<file path="config.mk">
export PLATFORM = sky130hd
export DESIGN_NAME = madc_top
export DESIGN_NICKNAME = d
export VERILOG_FILES = /design/src/madc_pkg.sv /design/src/madc_top.sv /design/src/madc_tick_div.sv /design/src/madc_sar.sv
export SDC_FILE = /design/constraint.sdc
export NUM_CORES = 1
export LEC_CHECK = 0
export ABC_AREA = 1
export BUFFER_PORTS_ARGS = -buffer_cell sky130_fd_sc_hd__buf_2
export CAP_MARGIN = 20
export CORE_MARGIN = 5
export CORE_UTILIZATION = 49
export CTS_CLUSTER_DIAMETER = 80
export CTS_CLUSTER_SIZE = 10
export DETAILED_ROUTE_END_ITERATION = 6
export PLACE_DENSITY = 0.91
export SLEW_MARGIN = 20
export SYNTH_ARGS = -nofsm -noshare
export SYNTH_HDL_FRONTEND = slang
export SYNTH_SLANG_ARGS = --single-unit
</file>
<file path="constraint.sdc">
create_clock -name hclk -period 2 [get_ports hclk]
set_clock_uncertainty 0.1 [all_clocks]
set_input_delay 0.3 -clock hclk [delete_from_list [all_inputs] [get_ports hclk]]
set_output_delay 0.3 -clock hclk [all_outputs]
set_load 0.05 [all_outputs]
</file>
<file path="src/madc_pkg.sv">
// shared constants of the multiplexed converter control block
package madc_pkg;
    localparam int unsigned CLK_PERIOD_PS = 4000;
    localparam int unsigned ACQ_TIME_PS   = 390000;
    localparam int unsigned CONV_TIME_PS  = 6600000;
    localparam int unsigned RES_BITS      = 8;
    localparam int unsigned CHAN_COUNT    = 8;
    // least time rounds up, longest rounds down
    localparam int unsigned ACQ_CYC  = (ACQ_TIME_PS + CLK_PERIOD_PS - 1) / CLK_PERIOD_PS;
    localparam int unsigned CONV_CYC = CONV_TIME_PS / CLK_PERIOD_PS;
    localparam int unsigned BIT_CYC  = (CONV_CYC - ACQ_CYC) / RES_BITS;

    localparam logic [7:0] ADDR_CTRL     = 8'h00;
    localparam logic [7:0] ADDR_STATUS   = 8'h04;
    localparam logic [7:0] ADDR_RESULT   = 8'h08;
    localparam logic [7:0] ADDR_IRQ_STAT = 8'h0c;
    localparam logic [7:0] ADDR_IRQ_MASK = 8'h10;

    localparam int unsigned CTRL_SOFT_START = 0;
    localparam int unsigned CTRL_PIN_EN     = 1;
    localparam int unsigned STAT_DONE       = 0;
    localparam int unsigned STAT_BUSY       = 1;
    localparam int unsigned STAT_CHAN_LSB   = 4;
    localparam int unsigned IRQ_DONE        = 0;
    localparam int unsigned IRQ_OVERRUN     = 1;
    localparam int unsigned IRQ_BITS        = 2;

    localparam logic        CTRL_PIN_EN_RST = 1'b1;
    localparam logic [1:0]  IRQ_MASK_RST    = 2'h0;
    localparam logic [7:0]  RESULT_RST      = 8'h00;
    localparam logic [2:0]  CHAN_RST        = 3'h0;

    typedef enum logic [2:0]
    {
        MADC_IDLE = 3'b001,
        MADC_ACQ  = 3'b010,
        MADC_CONV = 3'b100
    } madc_state_t;
endpackage

</file>
<file path="src/madc_top.sv">
// converter control, channel latch, result buffer and bus slave
`timescale 1ns/10ps
`default_nettype none
// Contract
// - a high pulse on conv_start begins converting the latched channel.
// - conv_done goes low after a start and stays low through the conversion.
// - conv_done returns high when the conversion ends, once per start accepted in idle; a start while busy gives no rise.
// - the result appears as conv_done rises and holds until its next rise.
// - result_bus is undriven while result_drive_en is 0 and driven while 1.
// - the channel address is captured on the rising edge of chan_latch.
// - the latched address selects exactly one of the eight analog inputs.
// - each conversion yields an 8-bit binary result on the parallel bus.
// - all sequencing runs from the single clock.
// - the sample-and-hold tracks for at least 390 ns (98 clocks of 4 ns, 392 ns) before the input is held.
// - the held result is separate from the working code of a conversion.
module madc_top
    import madc_pkg::*;
#(
    parameter int unsigned ACQ_COUNT = ACQ_CYC,
    parameter int unsigned BIT_COUNT = BIT_CYC
)
(
    input  wire logic        hclk,
    input  wire logic        hresetn,
    input  wire logic        hsel,
    input  wire logic [31:0] haddr,
    input  wire logic [1:0]  htrans,
    input  wire logic        hwrite,
    input  wire logic [2:0]  hsize,
    input  wire logic [31:0] hwdata,
    input  wire logic        hready,
    output logic             hreadyout,
    output logic [31:0]      hrdata,
    output logic             hresp,
    output logic             irq,
    input  wire logic        conv_start,
    output logic             conv_done,
    input  wire logic        chan_latch,
    input  wire logic        channel_select_bit2,
    input  wire logic        channel_select_bit1,
    input  wire logic        channel_select_bit0,
    input  wire logic        result_drive_en,
    output logic [7:0]       result_bus_out,
    output logic [7:0]       result_bus_oe,
    input  wire logic        comp_hi,
    output logic [7:0]       dac_code,
    output logic             sh_track,
    output logic [7:0]       analog_input_select
);
    localparam int unsigned AW = $clog2(ACQ_COUNT + 1);
    localparam logic [AW-1:0] ACQ_LAST = AW'(ACQ_COUNT - 1);

    function automatic logic [7:0] chan_decode(input logic [2:0] a);
        chan_decode = 8'h01 << a;
    endfunction

    madc_state_t   state_r;
    logic [AW-1:0] acq_cnt_r;
    logic          start_q_r;
    logic          latch_q_r;
    logic [2:0]    chan_r;
    logic [7:0]    result_r;
    logic          done_r;
    logic          pin_en_r;
    logic          soft_start_r;
    logic [1:0]    irq_stat_r;
    logic [1:0]    irq_mask_r;
    logic [31:0]   hrdata_r;
    logic          wr_pend_r;
    logic [7:0]    wr_addr_r;
    logic          start_req;
    logic          begin_conv;
    logic          bit_tick;
    logic          sar_finish;
    logic [7:0]    sar_code;
    logic          addr_ph;
    logic [7:0]    rd_addr;
    logic [1:0]    irq_set;
    logic [1:0]    irq_clr;

    // ---------------------------------------------------------------
    // start detection and sequencing
    // ---------------------------------------------------------------
    always_ff @(posedge hclk or negedge hresetn)
    begin
        if (!hresetn)
        begin
            start_q_r <= 1'b0;
            latch_q_r <= 1'b0;
        end
        else
        begin
            start_q_r <= conv_start;
            latch_q_r <= chan_latch;
        end
    end

    assign start_req  = (pin_en_r && conv_start && !start_q_r) || soft_start_r;
    assign begin_conv = start_req && (state_r == MADC_IDLE);

    always_ff @(posedge hclk or negedge hresetn)
    begin
        if (!hresetn)
            state_r <= MADC_IDLE;
        else
        begin
            case (state_r)
                MADC_IDLE:
                    if (begin_conv)
                        state_r <= MADC_ACQ;
                MADC_ACQ:
                    if (acq_cnt_r == ACQ_LAST)
                        state_r <= MADC_CONV;
                MADC_CONV:
                    if (sar_finish)
                        state_r <= MADC_IDLE;
                default:
                    state_r <= MADC_IDLE;
            endcase
        end
    end

    always_ff @(posedge hclk or negedge hresetn)
    begin
        if (!hresetn)
            acq_cnt_r <= '0;
        else if (state_r == MADC_ACQ)
            acq_cnt_r <= acq_cnt_r + AW'(1);
        else
            acq_cnt_r <= '0;
    end

    assign sh_track = (state_r == MADC_ACQ);

    // ---------------------------------------------------------------
    // bit timing and approximation
    // ---------------------------------------------------------------
    madc_tick_div #(.DIV(BIT_COUNT)) u_div
    (
        .hclk    (hclk),
        .hresetn (hresetn),
        .run     (state_r == MADC_CONV),
        .tick    (bit_tick)
    );

    madc_sar #(.N(RES_BITS)) u_sar
    (
        .hclk    (hclk),
        .hresetn (hresetn),
        .load    (state_r == MADC_ACQ && acq_cnt_r == ACQ_LAST),
        .step    (bit_tick),
        .comp_hi (comp_hi),
        .code    (sar_code),
        .finish  (sar_finish)
    );

    assign dac_code = sar_code;

    // ---------------------------------------------------------------
    // done flag and held result
    // ---------------------------------------------------------------
    always_ff @(posedge hclk or negedge hresetn)
    begin
        if (!hresetn)
            done_r <= 1'b1;
        else if (begin_conv)
            done_r <= 1'b0;
        else if (state_r == MADC_CONV && sar_finish)
            done_r <= 1'b1;
    end

    always_ff @(posedge hclk or negedge hresetn)
    begin
        if (!hresetn)
            result_r <= RESULT_RST;
        else if (state_r == MADC_CONV && sar_finish)
            result_r <= {sar_code[7:1], comp_hi};
    end

    assign conv_done      = done_r;
    assign result_bus_out = result_r;
    assign result_bus_oe  = {8{result_drive_en}};

    // ---------------------------------------------------------------
    // channel address latch
    // ---------------------------------------------------------------
    always_ff @(posedge hclk or negedge hresetn)
    begin
        if (!hresetn)
            chan_r <= CHAN_RST;
        else if (chan_latch && !latch_q_r)
            chan_r <= {channel_select_bit2, channel_select_bit1, channel_select_bit0};
    end

    assign analog_input_select = chan_decode(chan_r);

    // ---------------------------------------------------------------
    // bus slave, zero wait state
    // ---------------------------------------------------------------
    assign addr_ph   = hsel && htrans[1] && hready;
    assign rd_addr   = haddr[7:0];
    assign hreadyout = 1'b1;
    assign hresp     = 1'b0;
    assign hrdata    = hrdata_r;

    always_ff @(posedge hclk or negedge hresetn)
    begin
        if (!hresetn)
        begin
            wr_pend_r <= 1'b0;
            wr_addr_r <= 8'h00;
        end
        else
        begin
            wr_pend_r <= addr_ph && hwrite;
            if (addr_ph)
                wr_addr_r <= rd_addr;
        end
    end

    always_ff @(posedge hclk or negedge hresetn)
    begin
        if (!hresetn)
            hrdata_r <= 32'h0000_0000;
        else if (addr_ph && !hwrite)
        begin
            case (rd_addr)
                ADDR_CTRL:     hrdata_r <= 32'(pin_en_r) << CTRL_PIN_EN;
                ADDR_STATUS:   hrdata_r <= (32'(done_r) << STAT_DONE)
                                           | (32'(state_r != MADC_IDLE) << STAT_BUSY)
                                           | (32'(chan_r) << STAT_CHAN_LSB);
                ADDR_RESULT:   hrdata_r <= 32'(result_r);
                ADDR_IRQ_STAT: hrdata_r <= 32'(irq_stat_r);
                ADDR_IRQ_MASK: hrdata_r <= 32'(irq_mask_r);
                default:       hrdata_r <= 32'h0000_0000;
            endcase
        end
    end

    always_ff @(posedge hclk or negedge hresetn)
    begin
        if (!hresetn)
        begin
            pin_en_r     <= CTRL_PIN_EN_RST;
            soft_start_r <= 1'b0;
            irq_mask_r   <= IRQ_MASK_RST;
        end
        else
        begin
            soft_start_r <= wr_pend_r && wr_addr_r == ADDR_CTRL && hwdata[CTRL_SOFT_START];
            if (wr_pend_r && wr_addr_r == ADDR_CTRL)
                pin_en_r <= hwdata[CTRL_PIN_EN];
            if (wr_pend_r && wr_addr_r == ADDR_IRQ_MASK)
                irq_mask_r <= hwdata[IRQ_BITS-1:0];
        end
    end

    // ---------------------------------------------------------------
    // sticky events, write one to clear, set wins
    // ---------------------------------------------------------------
    assign irq_set[IRQ_DONE]    = state_r == MADC_CONV && sar_finish;
    assign irq_set[IRQ_OVERRUN] = start_req && state_r != MADC_IDLE;
    assign irq_clr = (wr_pend_r && wr_addr_r == ADDR_IRQ_STAT) ? hwdata[IRQ_BITS-1:0] : 2'h0;

    always_ff @(posedge hclk or negedge hresetn)
    begin
        if (!hresetn)
            irq_stat_r <= 2'h0;
        else
            irq_stat_r <= (irq_stat_r & ~irq_clr) | irq_set;
    end

    assign irq = |(irq_stat_r & irq_mask_r);

    // ---------------------------------------------------------------
    // checks
    // ---------------------------------------------------------------
    logic [AW:0] trk_len_r;

    always_ff @(posedge hclk or negedge hresetn)
    begin
        if (!hresetn)
            trk_len_r <= '0;
        else if (sh_track)
            trk_len_r <= trk_len_r + (AW+1)'(1);
        else
            trk_len_r <= '0;
    end
endmodule
`default_nettype wire

</file>
<file path="src/madc_tick_div.sv">
// divider giving one-cycle step enables while running
`timescale 1ns/10ps
`default_nettype none
module madc_tick_div
    import madc_pkg::*;
#(
    parameter int unsigned DIV = BIT_CYC
)
(
    input  wire logic hclk,
    input  wire logic hresetn,
    input  wire logic run,
    output logic      tick
);
    localparam int unsigned W = $clog2(DIV + 1);
    localparam logic [W-1:0] LAST = W'(DIV - 1);

    logic [W-1:0] cnt_r;

    // ---------------------------------------------------------------
    // counter restarts whenever run is low
    // ---------------------------------------------------------------
    always_ff @(posedge hclk or negedge hresetn)
    begin
        if (!hresetn)
            cnt_r <= '0;
        else if (!run || cnt_r == LAST)
            cnt_r <= '0;
        else
            cnt_r <= cnt_r + W'(1);
    end

    assign tick = run && (cnt_r == LAST);
endmodule
`default_nettype wire

</file>
<file path="src/madc_sar.sv">
// successive approximation register with separate working code
`timescale 1ns/10ps
`default_nettype none
module madc_sar
    import madc_pkg::*;
#(
    parameter int unsigned N = RES_BITS
)
(
    input  wire logic         hclk,
    input  wire logic         hresetn,
    input  wire logic         load,
    input  wire logic         step,
    input  wire logic         comp_hi,
    output logic [N-1:0]      code,
    output logic              finish
);
    localparam int unsigned IW = $clog2(N);

    logic [N-1:0]  code_r;
    logic [IW-1:0] idx_r;
    logic          busy_r;

    assign code   = code_r;
    assign finish = busy_r && step && (idx_r == '0);

    // ---------------------------------------------------------------
    // trial bit kept when input is at or above the trial level
    // ---------------------------------------------------------------
    always_ff @(posedge hclk or negedge hresetn)
    begin
        if (!hresetn)
        begin
            code_r <= '0;
            idx_r  <= '0;
            busy_r <= 1'b0;
        end
        else if (load)
        begin
            code_r <= N'(1) << (N - 1);
            idx_r  <= IW'(N - 1);
            busy_r <= 1'b1;
        end
        else if (busy_r && step)
        begin
            code_r[idx_r] <= comp_hi;
            if (idx_r == '0)
                busy_r <= 1'b0;
            else
            begin
                code_r[idx_r - IW'(1)] <= 1'b1;
                idx_r <= idx_r - IW'(1);
            end
        end
    end
endmodule
`default_nettype wire

</file>
After elaboration in Yosys (flattened, before gate mapping). Cells that the tools add are included. Widths: inputs -> output; s select.

Reductions and logical operators: 36. Muxes and demuxes: 24. Add/subtract/negate cells: 3. Order comparisons: 4. Bitwise operators: 7. Shifts and indexed selects: 1. Equality and inequality tests: 16.

Operator list (count): $pmux 8 s5 (1); $mux 8 (4); $eq 8x4->1 const B (3); $logic_and 1x1->1 (20); $mux 3 (6); $eq 8x5->1 const B (2); $logic_not 8->1 (2); $pmux 3 s3 (1); $add 8x1->8 const B (1); $bwmux 8 (1); $eq 8x3->1 const B (1); $eq 8x8->1 const B (1); $lt 3x4->1 const B (2); $or 8x8->8 (1); $shl 1x3->8 const A (1); $add 7x1->7 const B (1); $eq 7x7->1 const B (1); $mux 1 (7); $mux 7 (1); $or 2x7->7 (1); $demux 1 s3 (2); $ge 3x1->1 const B (2); $reduce_bool 2->1 (3); $and 2x2->2 (2); other kinds (17) (24).

Register bits: 91. Logic and storage cells: 109. Output and inout bits: 69.

Depth between registers and ports, before layout.
Depth in word-level cells: 9. Depth in mapped cells: 10. Mapped depth without buffers: 10.

Cells and area by module. A second synthesis with hierarchy kept.

Cells, all modules: 487. Area total of the unflattened synthesis: 3752.3 um^2.

Modules (own cells, without submodules): madc_top (times used 1, seq. area each 1179.9 um^2, cells each 300, area each 2468.6 um^2); madc_sar (times used 1, seq. area each 300.3 um^2, cells each 131, area each 852.1 um^2); madc_tick_div (times used 1, seq. area each 200.2 um^2, cells each 56, area each 431.7 um^2).

Worst setup path after synthesis. OpenSTA, ideal clock, no wires.

Path kind: flip-flop to output port. Start: reg chan_r[1]. End: out analog_input_select[7]. Buffers on the path: 0. Cell stages (with the launch flop): 3. Setup slack: 0.008 ns. Arrival time: 1.592 ns. Cells stage by stage: dfrtp_1 inv_1 nor3_1.

Longest elaborated chain between the ends: 1.

RTL lines: start: declaration (RTL line madc_top.sv:61) `logic [2:0] chan_r;`; start signal: assignment (RTL line madc_top.sv:192) `chan_r <= {channel_select_bit2, channel_select_bit1, channel_select_bit0};`; $shl 1x3->8 (RTL line madc_top.sv:54) `chan_decode = 8'h01 << a;`; end: declaration (RTL line madc_top.sv:48) `output logic [7:0] analog_input_select`.

Every way passes these cells.

Final worst setup path.
Start: reg state_r[2]. End: out sh_track.

Longest elaborated chain between the ends: 1.

RTL lines: start: declaration (RTL line madc_top.sv:57) `madc_state_t state_r;`; start signal: assignment (RTL line madc_top.sv:104) `state_r <= MADC_IDLE;`; start signal: assignment (RTL line madc_top.sv:110) `state_r <= MADC_ACQ;`; start signal: assignment (RTL line madc_top.sv:113) `state_r <= MADC_CONV;`; $eq 3x2->1 (RTL line madc_top.sv:133) `assign sh_track = (state_r == MADC_ACQ);`; end: declaration (RTL line madc_top.sv:47) `output logic sh_track,`.

Every way passes these cells.

==> run metrics <==
commonest non-fill, non-tap cells in the layout nand2_1 (101), dfrtp_1 (64), buf_2 (56), inv_1 (48), o21ai_0 (44); CTS tree done; grt total ovfl 0; postcts setup bufs 0; initial core utilization 50.37%; vias per cell 4.998; PnR Total Power 3.481 mW; # rows 31; Reg area 0.001680 sq mm; GP Congestion 0.9608; Crit Reg-Reg Endpoint u_sar.code[2]$_DFFE_PN0P_; initial antenna violation count 0; Setup TNS Final 0 ns; Synth area leaders dfrtp_1 (44%), nand2_1 (10%), buf_4 (7.2%); sequential fraction of the synthesis area 45.99%; library cells used by synthesis 39; DP Cell Count 595; ant diodes 0; RSZ-0062 raised after global routing no; commonest non-fill, non-tap cell in the layout nand2_1; PwrDens 837.9 mW/mm^2; Post-Route WL 7.785 mm; Root Driver clkbuf_8; syn avg cell area 8.101 sq um; worst hold path stage count 2; Non-Filler Instances 614; setup slack after layout 0.1095 ns; DP Worst Slack 0.2625 ns; drt wl/cell 12.68 um; TritonRoute pass-1 iters 4; Lkg Pwr 2.050 nW; Cell Area, Synth 0.003654 sq mm; Yosys warnings 0; post-synth top area cell dfrtp_1; Mapped Cells 451; actual slew at the worst max-slew pin 0.5470 ns; Die Y 96.35 um; Inserted Clock Buffers 9; reg-to-reg critical path startpoint u_sar.idx_r[0]$_DFFE_PN0P_; die area 0.009283 sq mm; dominant synthesized flop cell dfrtp_1; largest net degree at the start of global routing 68; final worst path period share 94.53%; status complete, no violations; input/output buffers 56; share of cells above drive strength 1 20.19%; first-pass GRT wire length 12.87 mm; Reg2Reg Depth 7; Clock transition at path regs 0.07 ns; GR Util All Layers 17.78%; CP max FO 8; Crit path required time 1.60 ns; clk sinks 67; number of global-route vias before repair 3048; clk buf depth 2; number of synthesized flops with an enable pin 0; R2R setup slack 0.24 ns; Area growth, synth to finish 13.70%; post-synth top area share 43.84%; pins over their slew limit 0; Critical Path Start Type register; ANT nets after route 0; CP Capture Type primary output; max cap viols 0; critical path class register to primary output; FFs w/ async S/R, synth 100.0%; fill count 620; hold crit path type primary input to register; #FFs+latches synth 67; area of the multi-input gates 0.001572 sq mm; normalized max-slew margin 63.29%; htree depth 3; Worst Setup EP sh_track; I/O pin count 150; Core Box Area 0.007253 sq mm; final net count 597; Post-DP HPWL 5.768 mm; Die W 96.35 um; Peak VDD IR 316.5 uV; vias 3069; final setup fails 0; Residual DRC 0; Fin. Hold Viols 0; clock latency on the worst-skew pair 0.35 ns; Period minus WS final 1.891 ns; CP arrival 1.49 ns; fmax 529.0 MHz; Setup crit start state_r[2]$_DFFE_PN0P_; Starting DRT DRC Count 245
[stage by stage]
step	util [%]	cell area, sq um	hold WS, ns
global placement	53.73	3897	0.2443
finish	57.27	4154	0.1210
CTS	57.27	4154	0.1065
floorplan	-	3744	-0.09559
global route	57.27	4154	0.1088
detailed placement	53.73	3897	0.2467
[layout make-up]
cell class,instances,share of cell area [%]
sequential,67,40.45
multi-input combinational,315,37.83
timing repair buffer,61,8.133
inverter,56,5.151
clock buffer,10,3.313
tap,99,2.982
clock inverter,6,2.139
[where the power goes]
group	total [mW]	internal, mW	leakage [nW]	switching, mW
Combinational	0.661	0.166	1.11	0.495
Clock	1.27	0.735	0.108	0.533
Sequential	1.55	1.46	0.834	0.0875
Total	3.48	2.37	2.05	1.12
[logic make-up (layout without fill, tap and decap cells)]
group                    count (synthesis)  count (layout)  synth area share [%]
multiplexers                             1               1                0.3082
other                                    2              26                0.2056
XOR/XNOR                                 2               2                0.4795
buffers and inverters                   93             133                 13.46
AO/OA/AOI/OAI                           66              66                 10.27
flip-flops                              67              67                 45.99
adder cells (fa/ha/maj)                  6               6                 2.055
AND/OR/NAND/NOR                        214             214                 27.23
[worst max-delay path, stage by stage, from the launching register on]
cell and delay (ns):
dfrtp_1 0.43, nor3_4 0.37, buf_2 0.34
[sequential cells by signal, indices dropped and copies added, names as in the netlist, 2 cells and up]
name	cells
chan_r	3
u_div.cnt_r	8
hrdata	8
wr_addr_r	8
u_sar.code	8
irq_mask_r	2
u_sar.idx_r	3
acq_cnt_r	7
result_bus_out	8
state_r	3
irq_stat_r	2
[synthesized netlist by cell type, types with 3 or more instances]
master     n
a21oi_1   10
buf_4     35
dfrtp_1   64
dfstp_2    3
ha_1       6
inv_1     49
inv_2      3
nand2_1  101
nand2_2    4
nand3_1   37
nand4_1    5
nor2_1    37
nor3_1    14
o21ai_0   44
o21ai_2    6
[how the worst min path moves through the flow]
stage	start	endpoint	slack, ns
6_report	haddr[4]	wr_addr_r[4]$_DFFE_PN0P_	0.12
3_3_place_gp	hresetn	u_sar.code[0]$_DFFE_PN0P_	0.24
2_1_floorplan	hresetn	acq_cnt_r[0]$_DFF_PN0_	-0.1
4_1_cts	haddr[4]	wr_addr_r[4]$_DFFE_PN0P_	0.11
3_5_place_dp	hresetn	u_sar.code[0]$_DFFE_PN0P_	0.25
5_1_grt	haddr[4]	wr_addr_r[4]$_DFFE_PN0P_	0.11
[routing by layer]
| layer | wire [um] | global-route usage (%) | part of all wire [%] | up-vias |
|---|---|---|---|---|
| li1 | - | - | - | 1513 |
| met1 | 3061 | 19.55 | 39 | 1444 |
| met2 | 3984 | 30.94 | 51 | 93 |
| met3 | 571 | 4.926 | 7.3 | 19 |
| met4 | 169 | 9.579 | 2.2 | 0 |
| met5 | 0 | 0 | 0 | - |
[repair_timing]
item / CTS / global route
resized for setup: 0 / 1
endpoints found under the hold margin: 66 / 0
endpoints found under the setup margin: 0 / 1
hold buffers: 3 / 0
No activity file was read; power rests on OpenSTA's default activity.
